## src/pkg/dccr_pkg.sv

```systemverilog
// constants and carriers of the channel control register group
package dccr_pkg;

    localparam int unsigned NUM_CH  = 4;
    localparam int unsigned DATA_W  = 12;
    localparam int unsigned REG_W   = 16;
    localparam int unsigned ADDR_W  = 8;

    // register offsets
    localparam logic [ADDR_W-1:0] ADDR_LOAD = 8'h04;
    localparam logic [ADDR_W-1:0] ADDR_MODE = 8'h05;
    localparam logic [ADDR_W-1:0] ADDR_SRST = 8'h06;

    // field positions
    localparam int unsigned LOAD_LSB  = 12;
    localparam int unsigned KIND_LSB  = 12;
    localparam int unsigned POWER_LSB = 8;
    localparam int unsigned CLEAR_BIT = 12;
    localparam int unsigned SRST_BIT  = 8;

    // values after reset
    localparam logic [NUM_CH-1:0] KIND_RST  = 4'h0;
    localparam logic [NUM_CH-1:0] POWER_RST = 4'h0;
    localparam logic [DATA_W-1:0] CODE_RST  = 12'h000;
    localparam logic [REG_W-1:0]  RDATA_RST = 16'h0000;

    // one register access from the serial frame decoder
    typedef struct packed {
        logic              wr;
        logic              rd;
        logic [ADDR_W-1:0] addr;
        logic [REG_W-1:0]  wdata;
    } dccr_req_t;

    // one-cycle command strobes towards the rest of the register file
    typedef struct packed {
        logic data_clear;
        logic full_reset;
    } dccr_cmd_t;

endpackage

```

## src/core/dccr_regs.sv

```systemverilog
// channel load, mode, power and soft reset registers
`timescale 1ns/10ps
module dccr_regs
    import dccr_pkg::*;
(
    input  wire logic                          clock,   // 100 MHz clock
    input  wire logic                          rst_n,   // async, active low
    input  wire dccr_req_t                     req,     // register access
    input  wire logic                          txn_done, // frame finished
    input  wire logic [NUM_CH-1:0]             latch_transparent_select, // cfg
    input  wire logic                overcurrent_response_select, // 1 = host
    input  wire logic [NUM_CH-1:0]             overcurrent_flag, // async
    input  wire logic [NUM_CH-1:0][DATA_W-1:0] chan_data, // data registers
    output logic      [REG_W-1:0]              rdata,   // read data
    output logic                               rvalid,  // read data valid
    output logic      [NUM_CH-1:0][DATA_W-1:0] dac_code, // latched codes
    output logic      [NUM_CH-1:0]             output_kind_select, // mode
    output logic      [NUM_CH-1:0]             output_power_on, // power
    output dccr_cmd_t                          cmd      // command strobes
);

    ////////////////////////////////////////////////////////////////////////
    // access decode

    logic              wr_load;
    logic              wr_mode;
    logic              wr_srst;
    logic [NUM_CH-1:0] load_req;
    logic              clr_req;
    logic              rst_req;

    always_comb
    begin
        wr_load  = req.wr && (req.addr == ADDR_LOAD);
        wr_mode  = req.wr && (req.addr == ADDR_MODE);
        wr_srst  = req.wr && (req.addr == ADDR_SRST);
        // a zero bit requests nothing
        load_req = wr_load ? req.wdata[LOAD_LSB +: NUM_CH] : '0;
        clr_req  = wr_srst && req.wdata[CLEAR_BIT];
        rst_req  = wr_srst && req.wdata[SRST_BIT];
    end

    ////////////////////////////////////////////////////////////////////////
    // overcurrent synchroniser

    logic [NUM_CH-1:0] ovc_s1_r;
    logic [NUM_CH-1:0] ovc_s2_r;
    logic [NUM_CH-1:0] ovc_s3_r;
    logic [NUM_CH-1:0] ovc_rise;

    always_ff @(posedge clock or negedge rst_n)
    begin
        if (!rst_n)
        begin
            ovc_s1_r <= '0;
            ovc_s2_r <= '0;
            ovc_s3_r <= '0;
        end
        else
        begin
            ovc_s1_r <= overcurrent_flag;
            ovc_s2_r <= ovc_s1_r;
            ovc_s3_r <= ovc_s2_r;
        end
    end

    assign ovc_rise = ovc_s2_r & ~ovc_s3_r;

    ////////////////////////////////////////////////////////////////////////
    // pending commands, mode and power

    logic [NUM_CH-1:0] load_pend_r;
    logic [NUM_CH-1:0] load_pend_nxt;
    logic              clr_pend_r;
    logic              clr_pend_nxt;
    logic              rst_pend_r;
    logic              rst_pend_nxt;
    logic [NUM_CH-1:0] kind_r;
    logic [NUM_CH-1:0] kind_nxt;
    logic [NUM_CH-1:0] power_r;
    logic [NUM_CH-1:0] power_nxt;
    dccr_cmd_t         cmd_r;
    dccr_cmd_t         cmd_nxt;
    logic [NUM_CH-1:0] load_now;
    logic              clr_exec;
    logic              rst_exec;
    logic              clear_now;

    always_comb
    begin
        // commands act once, when the frame that carried them ends
        load_now  = (load_pend_r | load_req) & {NUM_CH{txn_done}};
        clr_exec  = txn_done && (clr_pend_r || clr_req);
        rst_exec  = txn_done && (rst_pend_r || rst_req);
        clear_now = clr_exec || rst_exec;

        // a request in the completing cycle acts now and is not kept
        load_pend_nxt = txn_done ? '0 : (load_pend_r | load_req);
        clr_pend_nxt  = txn_done ? 1'b0 : (clr_pend_r || clr_req);
        rst_pend_nxt  = txn_done ? 1'b0 : (rst_pend_r || rst_req);
        if (clear_now)
            load_pend_nxt = '0;

        kind_nxt  = kind_r;
        power_nxt = power_r;
        if (wr_mode)
        begin
            kind_nxt  = req.wdata[KIND_LSB +: NUM_CH];
            power_nxt = req.wdata[POWER_LSB +: NUM_CH];
        end
        // overcurrent wins over a host rewrite in the same cycle
        if (overcurrent_response_select)
            power_nxt = power_nxt & ~ovc_rise;
        if (rst_exec)
        begin
            kind_nxt  = KIND_RST;
            power_nxt = POWER_RST;
        end

        cmd_nxt.data_clear = clr_exec;
        cmd_nxt.full_reset = rst_exec;
    end

    always_ff @(posedge clock or negedge rst_n)
    begin
        if (!rst_n)
        begin
            load_pend_r <= '0;
            clr_pend_r  <= 1'b0;
            rst_pend_r  <= 1'b0;
            kind_r      <= KIND_RST;
            power_r     <= POWER_RST;
            cmd_r       <= '0;
        end
        else
        begin
            load_pend_r <= load_pend_nxt;
            clr_pend_r  <= clr_pend_nxt;
            rst_pend_r  <= rst_pend_nxt;
            kind_r      <= kind_nxt;
            power_r     <= power_nxt;
            cmd_r       <= cmd_nxt;
        end
    end

    assign output_kind_select = kind_r;
    assign output_power_on    = power_r;
    assign cmd                = cmd_r;

    ////////////////////////////////////////////////////////////////////////
    // dac latches

    for (genvar ch = 0; ch < NUM_CH; ch++)
    begin : g_latch
        dccr_latch #(
            .WIDTH       (DATA_W)
        ) u_latch (
            .clock       (clock),
            .rst_n       (rst_n),
            .transparent (latch_transparent_select[ch]),
            .load        (load_now[ch]),
            .clear       (clear_now),
            .data_in     (chan_data[ch]),
            .code_out    (dac_code[ch])
        );
    end

    ////////////////////////////////////////////////////////////////////////
    // read back

    logic [REG_W-1:0] rdata_r;
    logic [REG_W-1:0] rdata_nxt;
    logic             rvalid_r;
    logic             rvalid_nxt;

    always_comb
    begin
        rvalid_nxt = req.rd;
        rdata_nxt  = RDATA_RST;
        // load and soft reset registers read all zero
        if (req.rd && req.addr == ADDR_MODE)
        begin
            rdata_nxt[KIND_LSB +: NUM_CH]  = kind_r;
            rdata_nxt[POWER_LSB +: NUM_CH] = power_r;
        end
    end

    always_ff @(posedge clock or negedge rst_n)
    begin
        if (!rst_n)
        begin
            rdata_r  <= RDATA_RST;
            rvalid_r <= 1'b0;
        end
        else
        begin
            rdata_r  <= rdata_nxt;
            rvalid_r <= rvalid_nxt;
        end
    end

    assign rdata  = rdata_r;
    assign rvalid = rvalid_r;

    ////////////////////////////////////////////////////////////////////////
    // checks

    property p_load_strobe;
        @(posedge clock) disable iff (!rst_n)
        (txn_done && load_pend_r[0] && !latch_transparent_select[0]
            && !clear_now)
        |=> (dac_code[0] == $past(chan_data[0]));
    endproperty
    a_load_strobe: assert property (p_load_strobe)
        else $error("load strobe did not move channel data to dac");

    property p_load_selfclear;
        @(posedge clock) disable iff (!rst_n)
        txn_done |=> (load_pend_r == '0)
            ##1 (load_pend_r == '0 || $past(wr_load));
    endproperty
    a_load_selfclear: assert property (p_load_selfclear)
        else $error("load bits stayed set after transaction end");

    property p_kind_write;
        @(posedge clock) disable iff (!rst_n)
        (wr_mode && !rst_exec)
        |=> (output_kind_select == $past(req.wdata[KIND_LSB +: NUM_CH]));
    endproperty
    a_kind_write: assert property (p_kind_write)
        else $error("mode bits not taken from write");

    property p_power_write;
        @(posedge clock) disable iff (!rst_n)
        (wr_mode && !rst_exec && ovc_rise == '0)
        |=> (output_power_on == $past(req.wdata[POWER_LSB +: NUM_CH]));
    endproperty
    a_power_write: assert property (p_power_write)
        else $error("power bits not taken from write");

    property p_data_clear;
        @(posedge clock) disable iff (!rst_n)
        (clr_exec && !rst_exec && !wr_mode)
        |=> (cmd.data_clear && dac_code == '0
            && output_kind_select == $past(output_kind_select));
    endproperty
    a_data_clear: assert property (p_data_clear)
        else $error("data clear wrong or touched mode bits");

    property p_full_reset;
        @(posedge clock) disable iff (!rst_n)
        rst_exec |=> (cmd.full_reset && output_kind_select == KIND_RST
            && output_power_on == POWER_RST && dac_code == '0);
    endproperty
    a_full_reset: assert property (p_full_reset)
        else $error("full soft reset left state behind");

    property p_cmd_selfclear;
        @(posedge clock) disable iff (!rst_n)
        (txn_done && !req.wr) |=> (!clr_pend_r && !rst_pend_r)
            ##1 !cmd.data_clear && !cmd.full_reset;
    endproperty
    a_cmd_selfclear: assert property (p_cmd_selfclear)
        else $error("command bit outlived its transaction");

    property p_transparent;
        @(posedge clock) disable iff (!rst_n)
        (latch_transparent_select[1] && !clear_now)
        |=> (dac_code[1] == $past(chan_data[1]));
    endproperty
    a_transparent: assert property (p_transparent)
        else $error("transparent latch did not follow data");

    property p_ovc_power;
        @(posedge clock) disable iff (!rst_n)
        (overcurrent_response_select && ovc_rise != '0)
        |=> ((output_power_on & $past(ovc_rise)) == '0);
    endproperty
    a_ovc_power: assert property (p_ovc_power)
        else $error("overcurrent left channel powered");

    property p_read_zero;
        @(posedge clock) disable iff (!rst_n)
        (req.rd && (req.addr == ADDR_LOAD || req.addr == ADDR_SRST))
        |=> (rvalid && rdata == '0);
    endproperty
    a_read_zero: assert property (p_read_zero)
        else $error("command register read back nonzero");
endmodule

```

## src/core/dccr_latch.sv

```systemverilog
// one channel's dac input latch
`timescale 1ns/10ps
module dccr_latch
    import dccr_pkg::*;
#(
    parameter int unsigned WIDTH = DATA_W
)
(
    input  wire logic             clock,       // system clock
    input  wire logic             rst_n,       // async reset, active low
    input  wire logic             transparent, // latch follows data
    input  wire logic             load,        // one-cycle load strobe
    input  wire logic             clear,       // one-cycle clear strobe
    input  wire logic [WIDTH-1:0] data_in,     // channel data register
    output logic      [WIDTH-1:0] code_out     // code held for the dac
);

    logic [WIDTH-1:0] code_r;
    logic [WIDTH-1:0] code_nxt;

    always_comb
    begin
        code_nxt = code_r;
        if (clear)
            code_nxt = '0;
        else if (transparent || load)
            code_nxt = data_in;
    end

    always_ff @(posedge clock or negedge rst_n)
    begin
        if (!rst_n)
            code_r <= '0;
        else
            code_r <= code_nxt;
    end

    assign code_out = code_r;

endmodule

```

## config.mk

```make
export PLATFORM = sky130hd
export DESIGN_NAME = dccr_regs
export DESIGN_NICKNAME = d
export VERILOG_FILES = /design/src/pkg/dccr_pkg.sv /design/src/core/dccr_regs.sv /design/src/core/dccr_latch.sv
export SDC_FILE = /design/constraint.sdc
export NUM_CORES = 1
export LEC_CHECK = 0
export CAP_MARGIN = 10
export CORE_AREA = 2 2 105 107
export DETAILED_ROUTE_END_ITERATION = 7
export DIE_AREA = 0 0 107 109
export DONT_BUFFER_PORTS = 1
export PLACE_DENSITY = 0.47
export SYNTH_ARGS = -nofsm -noshare
export SYNTH_HDL_FRONTEND = slang
export SYNTH_SLANG_ARGS = --single-unit
```

## constraint.sdc

```tcl
create_clock -name clock -period 1.65 [get_ports clock]
set_input_delay 0.2475 -clock clock [delete_from_list [all_inputs] [get_ports clock]]
set_output_delay 0.2475 -clock clock [all_outputs]
set_load 0.005 [all_outputs]
```

==> flow_summary.ini <==
[synthesis]
netlist_instances = 335
synth-seq-area-share_pct = 60.18
synthFlopType = dfrtp_1
synth_top_area_cell = dfrtp_1
yosysUniqueCellTypes = 29
synth_edf_count = 0
ys_warn_count = 0
syn_avg_cell_area_sq_um = 10.55
ys_ff_latch = 85
synth.top_cell.area_share_pct = 60.18
ys_async_sr_fraction_pct = 100.0
syn_area_sq_um = 3535
synth.area.top_cells = dfrtp_1 60%, a21oi_1 7.4%, nand3_1 6.9%

[timing]
period_share_pct = 74.11
setup_viol = 0
worstMarginPinSlew_ns = 0.5251
slew_violations = 0
fin_skew_ns = 0.009848
max_slew_margin_pct = 64.92
holdWs_ns = -0.4282
layout_min_cycle_time_ns = 1.223
fmax_mhz = 817.8
rsz0062_at_grt = false
hold_viol = 85
fin_tns_setup_ns = 0

[layout]
area_growth_pct = 13.88
layout-drive-gt1-share_pct = 10.57
final_cells = 490
n_antenna_cell = 0
layout_common_cells = 85 x dfrtp_1, 52 x a21oi_1, 49 x nand3_1
nNetsFinal = 432
fillers = 1068
final_common_cell = dfrtp_1

[cts]
cts-resized-gates = 0
h-tree-depth = 3
clock_latency_ns = 0.36
cts_tree = built
post-cts-setup-buffers = 0
clock-root-buffer = clkbuf_8
path_clk_slew_ns = 0.09
clockBufferDepth = 2
cts_hold_buf = 7
cts-buffers-inserted = 9
cts.sinks = 85

[floorplanning]
dieArea_sq_um = 11660
die_h_microns = 109
floorplan.initialDensity_pct = 33.34
num_rows = 38
ios = 161
core_sq_um = 10600
die_w_microns = 107

[place]
port-buffer-count = 0
gp_congestion = 0.7069
hpwl_microns = 5861
dp.cells = 468

[setup_path]
cp_cell_sequence = nor4b_4 > buf_12 > o2111ai_1 > a21boi_4 > buf_12 > a21oi_1
endpoint_kind = flop
cp_max_fo = 36
r2r_slack_ns = 0.48
critical-path-top-delay-family = compound AO/OA/AOI/OAI gates
crit_buf_inv = 2
slowest_delay_ns = 0.33
cp.required_ns = 1.89
critPathArrivalTime_ns = 1.46
r2r_start = load_pend_r[0]$_DFF_PN0_
cpMostUsedCell = buf_12
path_class = in2reg
cp-start-kind = input pin
worstSetupStartpoint = req[19]
slowest_stage = nor4b_4

[global_routing]
grt_pass1_wl_microns = 13500
track_usage_pct = 15.34
grt.overflow.total = 0
antenna_found_initial = 0
grt_max_degree = 86
grt_pass1_vias = 2451

[routing]
via_count = 2590
antenna_left = 0
routedWlPerCell_microns = 18.13
wl_microns = 8886
vias_per_cell = 5.286
drc = 0
drt_iter0_drc = 190
drtPass1Iterations = 4

[run]
cap_viol_max_count = 0

[worst_hold_path]
hp-class = in2async

[outcome]
status = finished, violations left
violations = hold timing

[power]
p_per_area_nw_per_um2 = 991.4
p_leak_nw = 1.782
ir_drop_mv = 0.5326
## area by class of cell
type,count,area (sq um),share of cell area (%)
clock buffer,10,127.6,3.171
multi-input combinational,221,1245,30.93
tap,140,175.2,4.352
inverter,2,7.507,0.1865
sequential,85,2127,52.84
timing repair buffer,27,282.8,7.025
clock inverter,5,60.06,1.492
## path summary, 6_finish.rpt
| path | depth (start not counted) | endpoint |
|---|---|---|
| setup / recovery | 6 | g_latch[3].u_latch.code_out[9]$_DFFE_PN0P_ |
| hold / removal | 0 | cmd[0]$_DFF_PN0_ |
| setup reg to reg | 3 | g_latch[0].u_latch.code_out[11]$_DFFE_PN0P_ |
| hold reg to reg | 0 | ovc_s2_r[2]$_DFF_PN0_ |
| max in group asynchronous | 0 | g_latch[3].u_latch.code_out[9]$_DFFE_PN0P_ |
| min in group clock | 2 | g_latch[1].u_latch.code_out[1]$_DFFE_PN0P_ |
## report_power, final
part | switching (W) | internal [W] | total [W]
registers | 0.0000986 | 0.00221 | 0.00231
logic | 0.000116 | 0.000109 | 0.000226
clock network | 0.000759 | 0.000697 | 0.00146
## layer usage
| metal | GRT usage (%) | vias up | wire, microns |
|---|---|---|---|
| met2 | 22.79 | 114 | 3972 |
| met5 | 0 | - | 0 |
| met1 | 20.51 | 1255 | 3920 |
| met3 | 5.081 | 13 | 832 |
| met4 | 6.679 | 0 | 160 |
| li1 | - | 1208 | - |
## registers in the layout, indices dropped and copies added, names as in the netlist
signal and flops:
g_latch.u_latch.code_out 48, rdata 8, load_pend_r 4, output_kind_select 4, output_power_on 4, ovc_s1_r 4
ovc_s2_r 4, ovc_s3_r 4, cmd 2, clr_pend_r 1, rst_pend_r 1, rvalid 1
## stage by stage
stage	area, sq um	total power (W)	setup WS, ns	utilization [%]	hold WS (ns)
6_report	4025	0.003990	0.4271	37.96	-0.4282
5_1_grt	4025	0.004181	0.3355	37.96	-0.4594
3_3_place_gp	3767	0.002555	0.06266	35.53	-0.04582
2_1_floorplan	3561	0.002513	0.1809	-	-0.04809
4_1_cts	4025	0.004062	0.4256	37.96	-0.4482
3_5_place_dp	3767	0.002565	0.03512	35.53	-0.04535
## kinds of logic after synthesis
kind of cell / count (synthesis) / share of synthesized area (%)
buf+inv: 36 / 5.664
mux: 8 / 2.266
simple gates: 92 / 14.58
other cells: 1 / 0.1061
flops: 85 / 60.18
compound gates: 113 / 17.20
## synthesized netlist by cell type, types with 6 or more instances
library cell and n:
a21oi_1 52, a41oi_1 6, and2_1 8, buf_2 10, buf_4 11, clkbuf_1 6, dfrtp_1 85, mux2i_1 8
nand3_1 49, nor2_1 14, o21ai_0 45
Note: power is estimated with default switching activity, not from simulation.
